$ cat src/rtl/mesr_pkg.sv
package mesr_pkg;

    // ------------------------------------------------------------------
    // Register offsets
    // ------------------------------------------------------------------
    localparam logic [7:0] ADDR_TIME_CTRL   = 8'h19;
    localparam logic [7:0] ADDR_ALL_SUMMARY = 8'h1A;
    localparam logic [7:0] ADDR_WAKE_SRC    = 8'h1B;
    localparam logic [7:0] ADDR_KNOCK_SRC   = 8'h1C;
    localparam logic [7:0] ADDR_TIME_B0     = 8'h40;
    localparam logic [7:0] ADDR_TIME_B1     = 8'h41;
    localparam logic [7:0] ADDR_TIME_B2     = 8'h42;
    localparam logic [7:0] ADDR_TIME_B3     = 8'h43;

    // ------------------------------------------------------------------
    // Field positions
    // ------------------------------------------------------------------
    // Control register
    localparam int CTRL_TIME_EN_BIT   = 5;
    // Summary register
    localparam int SUM_WRAP_BIT       = 7;
    localparam int SUM_ACT_CHG_BIT    = 5;
    localparam int SUM_ORIENT_BIT     = 4;
    localparam int SUM_DOUBLE_BIT     = 3;
    localparam int SUM_SINGLE_BIT     = 2;
    localparam int SUM_WAKE_BIT       = 1;
    localparam int SUM_FALL_BIT       = 0;
    // Wake source register
    localparam int WAKE_ACT_CHG_BIT   = 6;
    localparam int WAKE_FALL_BIT      = 5;
    localparam int WAKE_REST_BIT      = 4;
    localparam int WAKE_WAKE_BIT      = 3;
    localparam int WAKE_X_BIT         = 2;
    localparam int WAKE_Y_BIT         = 1;
    localparam int WAKE_Z_BIT         = 0;
    // Knock source register
    localparam int KNOCK_ANY_BIT      = 6;
    localparam int KNOCK_SINGLE_BIT   = 5;
    localparam int KNOCK_DOUBLE_BIT   = 4;
    localparam int KNOCK_SIGN_BIT     = 3;
    localparam int KNOCK_X_BIT        = 2;
    localparam int KNOCK_Y_BIT        = 1;
    localparam int KNOCK_Z_BIT        = 0;

    // ------------------------------------------------------------------
    // Reset values
    // ------------------------------------------------------------------
    localparam logic [7:0] RST_TIME_CTRL = 8'h00;
    localparam logic [7:0] RST_SOURCE    = 8'h00;
    localparam logic [7:0] RD_UNMAPPED   = 8'h00;

    // ------------------------------------------------------------------
    // Timing
    // ------------------------------------------------------------------
    localparam int CLK_PERIOD_NS  = 5;
    localparam int TICK_PERIOD_NS = 25000;
    localparam int WRAP_WARN_NS   = 6400000;
    localparam int TIME_CNT_W     = 32;
    // One counter step per tick period, at least one clock cycle
    localparam int TICK_CYCLES    = (TICK_PERIOD_NS / CLK_PERIOD_NS < 1) ? 1 :
                                    TICK_PERIOD_NS / CLK_PERIOD_NS;
    // Warning window in counter steps, rounded down, at least one
    localparam int WARN_TICKS     = (WRAP_WARN_NS / TICK_PERIOD_NS < 1) ? 1 :
                                    WRAP_WARN_NS / TICK_PERIOD_NS;

endpackage : mesr_pkg

$ cat src/rtl/mesr_event_latch.sv
`timescale 1ns/100ps

module mesr_event_latch #(
    parameter int W = 8
) (
    input  wire logic         clk,
    input  wire logic         rst_n,
    input  wire logic [W-1:0] sets,
    input  wire logic         clear,
    output logic      [W-1:0] flag_q
);

    // ------------------------------------------------------------------
    // Sticky flags
    // ------------------------------------------------------------------
    // Set beats clear so an event arriving during the clearing read survives
    genvar i;
    generate
        for (i = 0; i < W; i++) begin : g_bit
            always_ff @(posedge clk or negedge rst_n) begin
                if (!rst_n) begin
                    flag_q[i] <= 1'b0;
                end else if (sets[i]) begin
                    flag_q[i] <= 1'b1;
                end else if (clear) begin
                    flag_q[i] <= 1'b0;
                end
            end
        end
    endgenerate

endmodule : mesr_event_latch

$ cat src/rtl/mesr_time_counter.sv
`timescale 1ns/100ps

module mesr_time_counter #(
    parameter int TICK_CYCLES = 5000,
    parameter int WARN_TICKS  = 256,
    parameter int CNT_W       = 32
) (
    input  wire logic             clk,
    input  wire logic             rst_n,
    input  wire logic             enable,
    output logic      [CNT_W-1:0] count_q,
    output logic                  near_wrap
);

    localparam int DIV_W = (TICK_CYCLES > 1) ? $clog2(TICK_CYCLES) : 1;
    localparam logic [DIV_W-1:0] DIV_LAST  = DIV_W'(TICK_CYCLES - 1);
    localparam logic [CNT_W-1:0] WARN_FROM = {CNT_W{1'b1}} - CNT_W'(WARN_TICKS) + 1'b1;

    logic [DIV_W-1:0] div_q;
    logic             tick;

    // ------------------------------------------------------------------
    // Tick divider
    // ------------------------------------------------------------------
    // Divider rests while disabled so a restart begins a full period
    assign tick = enable && (div_q == DIV_LAST);

    always_ff @(posedge clk or negedge rst_n) begin
        if (!rst_n) begin
            div_q <= '0;
        end else if (!enable || tick) begin
            div_q <= '0;
        end else begin
            div_q <= div_q + 1'b1;
        end
    end

    // ------------------------------------------------------------------
    // Counter
    // ------------------------------------------------------------------
    // Value is held, not cleared, while disabled; wraps to zero
    always_ff @(posedge clk or negedge rst_n) begin
        if (!rst_n) begin
            count_q <= '0;
        end else if (tick) begin
            count_q <= count_q + 1'b1;
        end
    end

    // Level while the last WARN_TICKS steps before overflow are running
    assign near_wrap = (count_q >= WARN_FROM);

endmodule : mesr_time_counter

$ cat src/rtl/mesr_top.sv
`timescale 1ns/100ps

// Operation
// - Control register 19h holds time counter enable, reset 0, 1 counts.
// - Running time counter readable as four bytes at 40h to 43h.
// - Wrap warning flag set while counter is within 6.4 ms of overflow.
// - Read-only summary at 1Ah gathers wrap and event flags, reset 0.
// - Activity change flag set on activity status change, in summary and wake.
// - Orientation change flag set on position change, reset 0.
// - Read-only wake source at 1Bh with change, fall, rest, wake, axes.
// - Fall flag in wake source reports free-fall event, reset 0.
// - Rest-state bit is 1 while sleep is detected, reset 0.
// - Wake flag set on wake-up event, reset 0.
// - Separate X, Y, Z wake flags per detecting axis, reset 0.
// - Read-only knock source at 1Ch, knock flag set on any knock.
// - Single-knock flag set on single knock, in knock and summary.
// - Double-knock flag set on double knock, reset 0.
// - Knock sign reports acceleration sign, 0 positive, 1 negative.
// - Separate X, Y, Z knock flags per detecting axis, reset 0.

module mesr_top #(
    parameter int TICK_CYCLES = mesr_pkg::TICK_CYCLES,
    parameter int WARN_TICKS  = mesr_pkg::WARN_TICKS,
    parameter int CNT_W       = mesr_pkg::TIME_CNT_W
) (
    input  wire logic       clk,
    input  wire logic       rst_n,
    // Register port from the serial interface
    input  wire logic [7:0] reg_addr,
    input  wire logic       reg_wr_en,
    input  wire logic [7:0] reg_wr_data,
    input  wire logic       reg_rd_en,
    output logic      [7:0] reg_rd_data_q,
    output logic            reg_rd_valid_q,
    // Event pulses from the detection engines
    input  wire logic       fall_evt,
    input  wire logic       wake_evt,
    input  wire logic [2:0] wake_axis,
    input  wire logic       activity_change_evt,
    input  wire logic       rest_state,
    input  wire logic       orientation_evt,
    input  wire logic       single_knock_evt,
    input  wire logic       double_knock_evt,
    input  wire logic       knock_sign,
    input  wire logic [2:0] knock_axis,
    // Counter state toward other logic
    output logic            time_count_en,
    output logic [CNT_W-1:0] time_count
);

    // ------------------------------------------------------------------
    // Declarations
    // ------------------------------------------------------------------
    localparam int NWAKE  = 6;
    localparam int NKNOCK = 6;

    logic             time_en_q;
    logic             time_count_wrap_flag;
    logic [CNT_W-1:0] count_val;
    logic [23:0]      time_hi_q;
    logic [7:0]       rd_mux;
    logic [7:0]       all_event_summary;
    logic [7:0]       wake_event_source;
    logic [7:0]       knock_event_source;

    logic             rd_summary;
    logic             rd_wake;
    logic             rd_knock;

    logic [NWAKE-1:0]  wake_set;
    logic [NWAKE-1:0]  wake_q;
    logic [NKNOCK-1:0] knock_set;
    logic [NKNOCK-1:0] knock_q;
    logic              orient_q;
    logic              knock_sign_q;
    logic              any_knock;

    logic activity_change_flag;
    logic fall_flag;
    logic wake_flag;
    logic x_wake_flag;
    logic y_wake_flag;
    logic z_wake_flag;
    logic knock_flag;
    logic single_knock_flag;
    logic double_knock_flag;
    logic x_knock_flag;
    logic y_knock_flag;
    logic z_knock_flag;
    logic orientation_change_flag;

    // ------------------------------------------------------------------
    // Read strobes that clear source flags
    // ------------------------------------------------------------------
    // Summary read clears every event it shows; source reads clear their own
    assign rd_summary = reg_rd_en && (reg_addr == mesr_pkg::ADDR_ALL_SUMMARY);
    assign rd_wake    = reg_rd_en && (reg_addr == mesr_pkg::ADDR_WAKE_SRC);
    assign rd_knock   = reg_rd_en && (reg_addr == mesr_pkg::ADDR_KNOCK_SRC);

    // ------------------------------------------------------------------
    // Control register
    // ------------------------------------------------------------------
    // enable bit store
    always_ff @(posedge clk or negedge rst_n) begin
        if (!rst_n) begin
            time_en_q <= mesr_pkg::RST_TIME_CTRL[mesr_pkg::CTRL_TIME_EN_BIT];
        end else if (reg_wr_en && (reg_addr == mesr_pkg::ADDR_TIME_CTRL)) begin
            time_en_q <= reg_wr_data[mesr_pkg::CTRL_TIME_EN_BIT];
        end
    end

    assign time_count_en = time_en_q;

    // ------------------------------------------------------------------
    // Time counter
    // ------------------------------------------------------------------
    // counter gated by enable
    mesr_time_counter #(
        .TICK_CYCLES (TICK_CYCLES),
        .WARN_TICKS  (WARN_TICKS),
        .CNT_W       (CNT_W)
    ) u_time_counter (
        .clk       (clk),
        .rst_n     (rst_n),
        .enable    (time_en_q),
        .count_q   (count_val),
        .near_wrap (time_count_wrap_flag)
    );

    assign time_count = count_val;

    // upper bytes snapshot
    // Reading the low byte freezes the upper three, so a multi-byte read
    // cannot tear across a carry; a limitation is that they must follow it.
    always_ff @(posedge clk or negedge rst_n) begin
        if (!rst_n) begin
            time_hi_q <= 24'h000000;
        end else if (reg_rd_en && (reg_addr == mesr_pkg::ADDR_TIME_B0)) begin
            time_hi_q <= count_val[31:8];
        end
    end

    // ------------------------------------------------------------------
    // Wake source flags
    // ------------------------------------------------------------------
    // activity change latch
    assign wake_set = {activity_change_evt,
                       fall_evt,
                       wake_evt,
                       wake_evt & wake_axis[2],
                       wake_evt & wake_axis[1],
                       wake_evt & wake_axis[0]};

    mesr_event_latch #(
        .W (NWAKE)
    ) u_wake_latch (
        .clk    (clk),
        .rst_n  (rst_n),
        .sets   (wake_set),
        .clear  (rd_wake | rd_summary),
        .flag_q (wake_q)
    );

    assign activity_change_flag = wake_q[5];
    assign fall_flag            = wake_q[4];
    assign wake_flag            = wake_q[3];
    assign x_wake_flag          = wake_q[2];
    assign y_wake_flag          = wake_q[1];
    assign z_wake_flag          = wake_q[0];

    // ------------------------------------------------------------------
    // Knock source flags
    // ------------------------------------------------------------------
    // any knock sets
    assign any_knock = single_knock_evt | double_knock_evt;
    assign knock_set = {any_knock,
                        single_knock_evt,
                        double_knock_evt,
                        any_knock & knock_axis[2],
                        any_knock & knock_axis[1],
                        any_knock & knock_axis[0]};

    mesr_event_latch #(
        .W (NKNOCK)
    ) u_knock_latch (
        .clk    (clk),
        .rst_n  (rst_n),
        .sets   (knock_set),
        .clear  (rd_knock | rd_summary),
        .flag_q (knock_q)
    );

    assign knock_flag        = knock_q[5];
    assign single_knock_flag = knock_q[4];
    assign double_knock_flag = knock_q[3];
    assign x_knock_flag      = knock_q[2];
    assign y_knock_flag      = knock_q[1];
    assign z_knock_flag      = knock_q[0];

    // sign captured per knock
    // Sign is a value, not a sticky flag: the latest knock overwrites it
    always_ff @(posedge clk or negedge rst_n) begin
        if (!rst_n) begin
            knock_sign_q <= 1'b0;
        end else if (any_knock) begin
            knock_sign_q <= knock_sign;
        end else if (rd_knock | rd_summary) begin
            knock_sign_q <= 1'b0;
        end
    end

    // ------------------------------------------------------------------
    // Orientation change flag
    // ------------------------------------------------------------------
    // orientation change latch
    // Only the summary read clears it here; new change wins over the clear
    always_ff @(posedge clk or negedge rst_n) begin
        if (!rst_n) begin
            orient_q <= 1'b0;
        end else if (orientation_evt) begin
            orient_q <= 1'b1;
        end else if (rd_summary) begin
            orient_q <= 1'b0;
        end
    end

    assign orientation_change_flag = orient_q;

    // ------------------------------------------------------------------
    // Register images
    // ------------------------------------------------------------------
    // summary gathers flags
    always_comb begin
        all_event_summary = mesr_pkg::RST_SOURCE;
        all_event_summary[mesr_pkg::SUM_WRAP_BIT]    = time_count_wrap_flag;
        all_event_summary[mesr_pkg::SUM_ACT_CHG_BIT] = activity_change_flag;
        all_event_summary[mesr_pkg::SUM_ORIENT_BIT]  = orientation_change_flag;
        all_event_summary[mesr_pkg::SUM_DOUBLE_BIT]  = double_knock_flag;
        all_event_summary[mesr_pkg::SUM_SINGLE_BIT]  = single_knock_flag;
        all_event_summary[mesr_pkg::SUM_WAKE_BIT]    = wake_flag;
        all_event_summary[mesr_pkg::SUM_FALL_BIT]    = fall_flag;
    end

    always_comb begin
        wake_event_source = mesr_pkg::RST_SOURCE;
        wake_event_source[mesr_pkg::WAKE_ACT_CHG_BIT] = activity_change_flag;
        wake_event_source[mesr_pkg::WAKE_FALL_BIT]    = fall_flag;
        wake_event_source[mesr_pkg::WAKE_REST_BIT]    = rest_state;
        wake_event_source[mesr_pkg::WAKE_WAKE_BIT]    = wake_flag;
        wake_event_source[mesr_pkg::WAKE_X_BIT]       = x_wake_flag;
        wake_event_source[mesr_pkg::WAKE_Y_BIT]       = y_wake_flag;
        wake_event_source[mesr_pkg::WAKE_Z_BIT]       = z_wake_flag;
    end

    always_comb begin
        knock_event_source = mesr_pkg::RST_SOURCE;
        knock_event_source[mesr_pkg::KNOCK_ANY_BIT]    = knock_flag;
        knock_event_source[mesr_pkg::KNOCK_SINGLE_BIT] = single_knock_flag;
        knock_event_source[mesr_pkg::KNOCK_DOUBLE_BIT] = double_knock_flag;
        knock_event_source[mesr_pkg::KNOCK_SIGN_BIT]   = knock_sign_q;
        knock_event_source[mesr_pkg::KNOCK_X_BIT]      = x_knock_flag;
        knock_event_source[mesr_pkg::KNOCK_Y_BIT]      = y_knock_flag;
        knock_event_source[mesr_pkg::KNOCK_Z_BIT]      = z_knock_flag;
    end

    // ------------------------------------------------------------------
    // Read path
    // ------------------------------------------------------------------
    // byte select of counter
    // Bytes above the low one come from the snapshot taken with it
    always_comb begin
        rd_mux = mesr_pkg::RD_UNMAPPED;
        unique case (reg_addr)
            mesr_pkg::ADDR_TIME_CTRL: begin
                rd_mux[mesr_pkg::CTRL_TIME_EN_BIT] = time_en_q;
            end
            mesr_pkg::ADDR_ALL_SUMMARY: rd_mux = all_event_summary;
            mesr_pkg::ADDR_WAKE_SRC:    rd_mux = wake_event_source;
            mesr_pkg::ADDR_KNOCK_SRC:   rd_mux = knock_event_source;
            mesr_pkg::ADDR_TIME_B0:     rd_mux = count_val[7:0];
            mesr_pkg::ADDR_TIME_B1:     rd_mux = time_hi_q[7:0];
            mesr_pkg::ADDR_TIME_B2:     rd_mux = time_hi_q[15:8];
            mesr_pkg::ADDR_TIME_B3:     rd_mux = time_hi_q[23:16];
            default:                    rd_mux = mesr_pkg::RD_UNMAPPED;
        endcase
    end

    // Read data registered one cycle after the strobe; held until next read
    always_ff @(posedge clk or negedge rst_n) begin
        if (!rst_n) begin
            reg_rd_data_q <= mesr_pkg::RD_UNMAPPED;
        end else if (reg_rd_en) begin
            reg_rd_data_q <= rd_mux;
        end
    end

    // Valid pulse marks the cycle the new read data appears
    always_ff @(posedge clk or negedge rst_n) begin
        if (!rst_n) begin
            reg_rd_valid_q <= 1'b0;
        end else begin
            reg_rd_valid_q <= reg_rd_en;
        end
    end

endmodule : mesr_top

$ cat config.mk
export PLATFORM = sky130hd
export DESIGN_NAME = mesr_top
export DESIGN_NICKNAME = d
export VERILOG_FILES = /design/src/rtl/mesr_pkg.sv /design/src/rtl/mesr_event_latch.sv /design/src/rtl/mesr_time_counter.sv /design/src/rtl/mesr_top.sv
export SDC_FILE = /design/constraint.sdc
export NUM_CORES = 1
export LEC_CHECK = 0
export BUFFER_PORTS_ARGS = -buffer_cell sky130_fd_sc_hd__buf_2
export CAP_MARGIN = 15
export CORE_ASPECT_RATIO = 1.4
export CORE_MARGIN = 3
export CORE_UTILIZATION = 38
export CTS_BUF_LIST = sky130_fd_sc_hd__clkbuf_8
export CTS_CLUSTER_SIZE = 30
export DETAILED_ROUTE_END_ITERATION = 16
export MAX_ROUTING_LAYER = met4
export PLACE_DENSITY = 0.68
export SYNTH_ARGS = -nofsm -noshare
export SYNTH_HDL_FRONTEND = slang
export SYNTH_SLANG_ARGS = --single-unit
$ cat constraint.sdc
create_clock -name clk -period 3.3 [get_ports clk]
set_input_delay 0.33 -clock clk [delete_from_list [all_inputs] [get_ports clk]]
set_output_delay 0.33 -clock clk [all_outputs]
set_load 0.02 [all_outputs]
# ---- Yosys cells after proc, flatten, opt, wreduce, memory -nomap -nowiden
# Index checks and enable logic that the tools add are counted.
dict set report word_totals {
  in_bits 34
  ram_bits 0
  latch_bits 0
  elab_cells 83
  rom_bits 0
  out_inout_bits 42
  memories 0
  register_bits 93
}
dict set report classes {
  reduce_logical 21
  shifts 0
  bitwise_logic 9
  eq_ne 9
  addsub 2
  div 0
  n_mux 21
  order_cmp 1
  mul 0
}
# operator count
set ops {}
lappend ops {{5-bit case mux with 7 select lines} 1}
lappend ops {{32-bit by 1-bit adder with 32-bit output (second input constant)} 1}
lappend ops {{8-bit by 5-bit equality test with 1-bit output (second input constant)} 4}
lappend ops {{8-bit by 7-bit equality test with 1-bit output (second input constant)} 4}
lappend ops {{32-bit greater-or-equal comparator (second input constant)} 1}
lappend ops {{2-bit nonzero test} 13}
lappend ops {{1-bit 2-to-1 mux} 17}
lappend ops {{2-bit case mux with 7 select lines} 1}
lappend ops {{13-bit by 1-bit adder with 13-bit output (second input constant)} 1}
lappend ops {{13-bit equality test (second input constant)} 1}
lappend ops {{13-bit 2-to-1 mux} 1}
lappend ops {{1-bit case mux with 8 select lines} 1}
lappend ops {{1-bit bitwise AND} 6}
lappend ops {{1-bit logical AND} 6}
lappend ops {{1-bit bitwise OR} 3}
lappend ops {{1-bit zero test} 1}
lappend ops {{1-bit logical OR} 1}

# ---- Longest topological paths before layout
# Gate-level depths: netlist (run 1).
dict set report logic_depth {
  ltp_word 5
  ltp_mapped 8
  mapped_depth_nobuf 6
}

# ---- Cells and area by module
# Synthesis (run 1) repeated with hierarchy kept, for this count alone.
dict set report unflattened {
  cells_unflattened 372
  area_unflattened_um2 4560.6
}
# mod n_inst cells_each seq_area_each_um2 area_each_um2
set modules_own_cells {}
lappend modules_own_cells {mesr_time_counter 1 190 1126.1 2123.3}
lappend modules_own_cells {mesr_top 1 156 900.9 2039.5}
lappend modules_own_cells {mesr_event_latch 2 13 150.1 198.9}

# ---- Least setup slack after synthesis (run 1)
# Ideal clock, no wire load.
dict set report synth_timing {
  kind {reg-to-reg}
  startpoint {reg u_time_counter.div_q[10]}
  endpoint {reg u_time_counter.count_q[29]}
  path_buffers 2
  setup_time_ps 80
  t_arrival_ps 2249
  period_less_slack_ps 2329
  setup_slack_ps 971
  stages_incl_launch_ff 8
  required_ps 3220
  path_cell_list {dfrtp_1 -> or4b_1 -> or3_1 -> buf_2 -> or3_4 -> buf_6 -> nor4_1 -> xor2_1}
}
dict set report synth_between {
  elab_chain_cells 2
}
# element line
set synth_lines {}
lappend synth_lines {{start, declared} mesr_time_counter.sv:19} ;# logic [DIV_W-1:0] div_q;
lappend synth_lines {{start signal, assigned} mesr_time_counter.sv:34} ;# div_q <= div_q + 1'b1;
lappend synth_lines {{13-bit equality test} mesr_time_counter.sv:26} ;# assign tick = enable && (div_q == DIV_LAST);
lappend synth_lines {{1-bit logical AND} mesr_time_counter.sv:26}
lappend synth_lines {{end signal, assigned} mesr_time_counter.sv:46} ;# count_q <= count_q + 1'b1;
lappend synth_lines {{end, declared} mesr_time_counter.sv:11} ;# output logic [CNT_W-1:0] count_q,
# No other way between the ends.
# A chain may end at the register's enable or synchronous reset.

# ---- Worst setup path in the final report (run 1)
# Same ends and word-level chain as after synthesis.

==> qor.txt, run 1 <==
Crit share post-route: 74.75%
# diodes: 0
Design Area, Final: 0.005059 mm^2
Max-slew headroom: 52.28%
Syn_nets: 412
Synth Register Bits: 93
Final Skew: 0.01185 ns
Total I/O pin count: 76
Power Density: 411.7 mW/mm^2
Setup CP Type: reg -> reg
Wire per inst: 17.05 um
WP data arrival: 2.76 ns
Post-DP Area: 0.004835 mm^2
Total wire length: 10.08 mm
Layout cells sized above 1: 27.78%
Final Critical Period: 2.467 ns
Clk sink count: 93
Asr flop ratio synth: 100.0%
Worst Setup Start Kind: register
Largest net degree at the start of global routing: 43
R2r endpoint: u_time_counter.count_q[29]
Dominant synthesized flop cell: dfrtp_1
Htree depth: 3
Leak pwr: 0.002424 uW
Routed Antenna Nets: 0
Max Fclk: 0.4054 GHz
Final setup fails: 0
Hold Fails Final Rpt: 0
GP Congestion: 0.7774
Clock-pin transition on the worst setup and hold timing paths: 0.09 ns
Starting DRT DRC Count: 108
Post-CTS setup buffers: 0
IO Port Bufs: 68
Hold path depth: 2
Post-synthesis sequential area ratio: 53.59%
Initial Util: 39.56%
Unrepaired setup endpoints after global routing: no
Post-Syn Area: 0.004343 mm^2
Peak supply drop: 0.1662 mV
# Max-Cap Violations: 0
Design Power: 2082 uW
Synth warn: 0
Final Instance Count excl. Fillers: 591
Initial antenna violation count: 0
Max incr delay on CP: 0.52 ns
CTS max path bufs: 2
Vias post-DR: 3132
Reg2Reg Launch Point: u_time_counter.div_q[10]
Netlist cell types: 45
Synth Area per Inst: 11.55 um^2
Critical path origin: u_time_counter.div_q[10]
Die Ht: 132.5 um
Worst EP required: 3.59 ns
GRT Resource Usage Total: 17.26%
Remaining DRCs: 0
CP max FO: 10
First drt pass iteration count: 4
Status: finished clean
Hold Crit Start: fall_evt
Endpoint, Worst Hold: u_wake_latch.flag_q[4]
Worst-margin pin slew: 0.7059 ns
Routed vias/inst: 5.299
Most common cell after layout, fill and taps aside: dfrtp_1
Setup TNS: 0 ns
Final #Nets: 482
Overflow after GRT: 0
Worst Setup End Kind: register
Rows: 45
Die X: 96.35 um
FF-to-FF path depth: 5
Commonest cells after routing, fill and taps aside: dfrtp_1, buf_2, nand2_1, nor2_1, mux2_2
TritonCTS clock tree: done
Clock root buffer: clkbuf_8
Pins Over Slew Limit: 0
First-pass GRT wire length: 16.37 mm
CTS Buf Count: 9
Worst R2R Setup Slack: 0.83 ns
Worst path slowest cell: or4b_1
DP Cell Count: 575
Utilization after layout: 46.07%
Die Area: 0.01277 mm^2
Post-synth EDFFs: 0
Post-Synthesis Cells: 376
Worst path cell trace: or4b_1 > or3_1 > or3_4 > nor4_1 > xor2_1
Vias in the first global route: 3194
Synthesis-to-layout area growth: 16.48%
Core Box Area: 0.01098 mm^2
Clock latency on the worst-skew pair: 0.38 ns
HPWL after DPL: 7.470 mm
Hold WC Path Type: in -> reg
state kept, by name (all words and copies together) (netlist names):
register                flops
time_hi_q                  24
time_count_en               1
u_wake_latch.flag_q         6
u_time_counter.count_q     32
knock_sign_q                1
u_knock_latch.flag_q        6
u_time_counter.div_q       13
reg_rd_valid_q              1
orient_q                    1
reg_rd_data_q               8
logic make-up after synthesis:
family	Yosys count	share of synthesized area (%)
XOR/XNOR	39	7.865
flip-flops	93	53.59
buffers and inverters	29	2.708
AND/OR/NAND/NOR	124	15.07
adder cells (fa/ha/maj)	2	0.5761
AO/OA/AOI/OAI	51	8.413
multiplexers	38	11.78
worst max-delay path by stage:
stage	to	slack [ns]	cells past startpoint
5_1_grt	u_time_counter.count_q[27]	0.69	5
3_5_place_dp	u_time_counter.count_q[29]	0.87	5
2_1_floorplan	u_time_counter.count_q[29]	0.97	7
4_1_cts	u_time_counter.count_q[29]	0.84	5
6_report	u_time_counter.count_q[29]	0.83	5
3_3_place_gp	u_time_counter.count_q[27]	0.94	5
routing by layer:
metal	GRT usage, %	vias to the layer above	part of all wire [%]
met3	3.185	13	3.9
met5	-	-	0
met1	22.18	1560	43
met4	6.240	0	2.0
met2	27.12	78	51
li1	-	1481	-
critical path: cells and delay by family (launching register included):
kind	cells	cell delay (ns)
flops	1	0.42
simple gates	4	1.76
xor+xnor	1	0.19
cell usage after synthesis, types with 5 or more instances:
master | count | area [um^2]
nor2_1 | 26 | 97.59
and4_1 | 5 | 43.79
and2_1 | 5 | 31.28
nand2_1 | 26 | 97.59
dfrtp_1 | 93 | 2327
nand3_1 | 20 | 100.1
nor3_1 | 8 | 40.04
o22ai_1 | 6 | 37.54
nand4_1 | 7 | 43.79
o21ai_0 | 9 | 45.04
a21o_1 | 6 | 45.04
inv_1 | 14 | 52.55
xnor2_1 | 20 | 175.2
a22o_1 | 8 | 70.07
xor2_1 | 19 | 166.4
mux2_2 | 25 | 281.5
mux4_2 | 8 | 180.2
a22oi_1 | 7 | 52.55
o2bb2ai_1 | 5 | 43.79
mux2i_1 | 5 | 50.05
or3_1 | 6 | 37.54
clkbuf_1 | 11 | 41.29
through the flow:
step           setup WS [ns]  hold slack (ns)
6_report              0.8332           0.1445
5_1_grt               0.6929           0.1372
3_3_place_gp          0.9405           0.2035
3_5_place_dp          0.8743           0.2079
4_1_cts               0.8353           0.1297
2_1_floorplan         0.9710          0.03441
repair_timing:
item | in CTS | in global routing
gates resized for setup | 0 | 0
endpoints found under the hold margin | 15 | 0
hold buffers | 1 | 0
layout make-up:
cell class	count	area, um^2
Tap cell	141	176.4
Clock buffer	10	137.6
Clock inverter	5	76.32
Fill cell	1022	5921
Timing Repair Buffer	74	390.4
Multi-Input combinational cell	254	1898
Inverter	14	52.55
Sequential cell	93	2327
power by group:
group	internal, uW	switching (uW)
clock network	440	405
registers	1140	4.31
logic	31.8	58.2
total	1610	468
(Power assumes the default switching activity.)
==> inputs of run 2 (changes only) <==
Settings changed: ABC_AREA set to 1, PLACE_DENSITY 0.68 to 0.69.
Clock period 3.3 ns to 2.2 ns, I/O delays scaled along.
==> qor.txt, run 2 <==
Status: finished clean
Max incr delay on CP: 0.49 ns
Unrepaired setup endpoints after global routing: no
Dominant synthesized flop cell: dfrtp_1
Post-Syn Area: 0.005197 mm^2
Remaining DRCs: 0
IO Port Bufs: 68
CP bufs+invs: 0
Most common cell on crit path: nand2_1
Final Critical Period: 1.833 ns
Synth Register Bits: 93
Max-slew headroom: 60.56%
Post-synthesis adder-cell area fraction: 0.4815%
Clock root buffer: clkbuf_8
Total I/O pin count: 76
Overflow after GRT: 0
WHS: 0.03542 ns
Synth Area per Inst: 7.033 um^2
# Max-Cap Violations: 0
Asr flop ratio synth: 100.0%
Clock latency on the worst-skew pair: 0.37 ns
Leak pwr: 0.003003 uW
Synth warn: 0
Initial antenna violation count: 0
CP max FO: 6
# diodes: 0
Final Skew: 0.01159 ns
GP Congestion: 1.004
Rows: 49
Critical path origin: u_time_counter.count_q[1]
CTS Buf Count: 9
Hold Fails Final Rpt: 0
Commonest cells after routing, fill and taps aside: nand2_1, dfrtp_1, nor2_1
Post-Synthesis Cells: 739
WP data arrival: 2.11 ns
Post-synthesis mux area share: 0.2889%
Post-synthesis sequential area ratio: 44.78%
TritonCTS clock tree: done
Routed Antenna Nets: 0
Worst path slowest cell: dfrtp_1
Hold-fix buffers, CTS: 1
Initial Util: 39.61%
Hold WC Path Type: in -> reg
Crit. path cell count: 8
Htree depth: 3
Setup CP Type: reg -> reg
DP Cell Count: 976
Crit share post-route: 83.33%
Post-synth EDFFs: 0
Die X: 104.8 um
Top cells by count, synth: nand2_1, dfrtp_1, nor2_1
Worst EP required: 2.47 ns
Post-DP Area: 0.005753 mm^2
Regs by FF count: u_time_counter.count_q (32), time_hi_q (24), u_time_counter.div_q (13)
Max reg flops: 32
HPWL after DPL: 10.53 mm
GRT Resource Usage Total: 19.62%
Worst Setup EP: u_time_counter.count_q[20]
Area leader, netlist: dfrtp_1
R2r endpoint: u_time_counter.count_q[20]
Synth area leaders: dfrtp_1, nand2_1, nand3_1, nor2_1, inv_1
Post-CTS setup buffers: 0
Routed vias/inst: 4.903
Pins Over Slew Limit: 0
Top-count cell post-synth: nand2_1
Post-synthesis simple-gate area fraction: 40.23%
Die Area: 0.01514 mm^2
Synthesis-to-layout area growth: 14.56%
FF-to-FF path depth: 8
Worst R2R Setup Slack: 0.37 ns
Utilization after layout: 45.38%
Reg2Reg Launch Point: u_time_counter.count_q[1]
Final Instance Count excl. Fillers: 993
Clk sink count: 93
Largest family of logic cells by synthesized area: simple AND/OR/NAND/NOR gates
CTS resizes: 0
Largest net degree at the start of global routing: 51
Layout cells sized above 1: 15.95%
Wire per inst: 13.85 um
Starting DRT DRC Count: 291
Max Fclk: 0.5455 GHz
Compound-Gate Fraction of Synth Area: 4.863%
Total wire length: 13.75 mm
First drt pass iteration count: 7
Peak supply drop: 0.2891 mV
Worst Setup Start Kind: register
Setup TNS: 0 ns
Power Density: 569.3 mW/mm^2
First-pass GRT wire length: 23.05 mm
Most common cell after layout, fill and taps aside: nand2_1
Core Box Area: 0.01312 mm^2
CTS max path bufs: 2
Cell family with most CP delay: simple AND/OR/NAND/NOR gates
Final setup fails: 0
Worst-margin pin slew: 0.5894 ns
Design Area, Final: 0.005954 mm^2
Final #Nets: 846
Worst path cell trace: ha_1 > nand3_1 > nor2_2 > nand2_1 > nor2_1 > nand3_1 > nand2_1 > nand2_1
Clock-pin transition on the worst setup and hold timing paths: 0.09 ns
Synth Area in XOR/XNOR: 1.998%
Die Ht: 144.4 um
Hold Crit Start: single_knock_evt
Syn_nets: 775
Netlist cell types: 34
Vias in the first global route: 4705
Synth top area share: 44.78%
Worst Setup End Kind: register
Vias post-DR: 4869
Largest reg by FF count: u_time_counter.count_q
## run 2: cell count changes in the layout (fill, tap and decap cells not counted), sizes merged, moves of 11 or more
| cell | delta |
|---|---|
| o21ai | +23 |
| xnor2 | -17 |
| mux2 | -24 |
| nand2 | +260 |
| inv | +59 |
| xor2 | -11 |
| nand3 | +60 |
| nor2 | +75 |
## run 2: cell type report
type	count	area (um^2)
Multi-Input combinational cell	552	2487
Clock buffer	10	137.6
Fill cell	1390	7166
Sequential cell	93	2327
Tap cell	178	222.7
Inverter	74	277.8
Timing Repair Buffer	80	447.9
Clock inverter	6	53.80
## run 2: where the power goes
group          internal [uW]  switching, uW
clock                    545            604
combinational            131            239
sequential              1780           87.7
## run 2: worst min path at each step
stage	to	slack, ns	cells past startpoint
final	u_knock_latch.flag_q[4]	0.04	2
after global routing	u_knock_latch.flag_q[4]	0.05	2
after CTS	u_knock_latch.flag_q[4]	0.03	2
after detailed placement	u_time_counter.count_q[27]	0.08	1
after global placement	u_time_counter.count_q[27]	0.08	1
after floorplan	knock_sign_q	-0.08	0
## run 2: per-stage QoR
stage	setup WS, ns	total power (uW)
after floorplan	0.5439	2133
after CTS	0.3882	3411
after detailed placement	0.4082	2271
after global routing	0.1538	3561
final	0.3668	3390
after global placement	0.4361	2263
## run 2: per-layer routing
metal  share of wire, %  vias to the layer above  track usage, %
met2                 50                      128           32.97
met1                 44                     2259           24.38
met4                1.6                        0           6.634
met3                4.2                       19           2.903
li1                   -                     2463               -
met5                  0                        -               -
## run 2: kinds of logic (layout without fill, tap and decap cells)
logic type / count (synthesis) / after routing
buffers and inverters: 94 / 170
adders and majority gates: 2 / 2
muxes: 1 / 1
AOI/OAI and AO/OA: 46 / 46
DFF: 93 / 93
xor gates and xnor gates: 11 / 11
and+or+nand+nor: 492 / 492
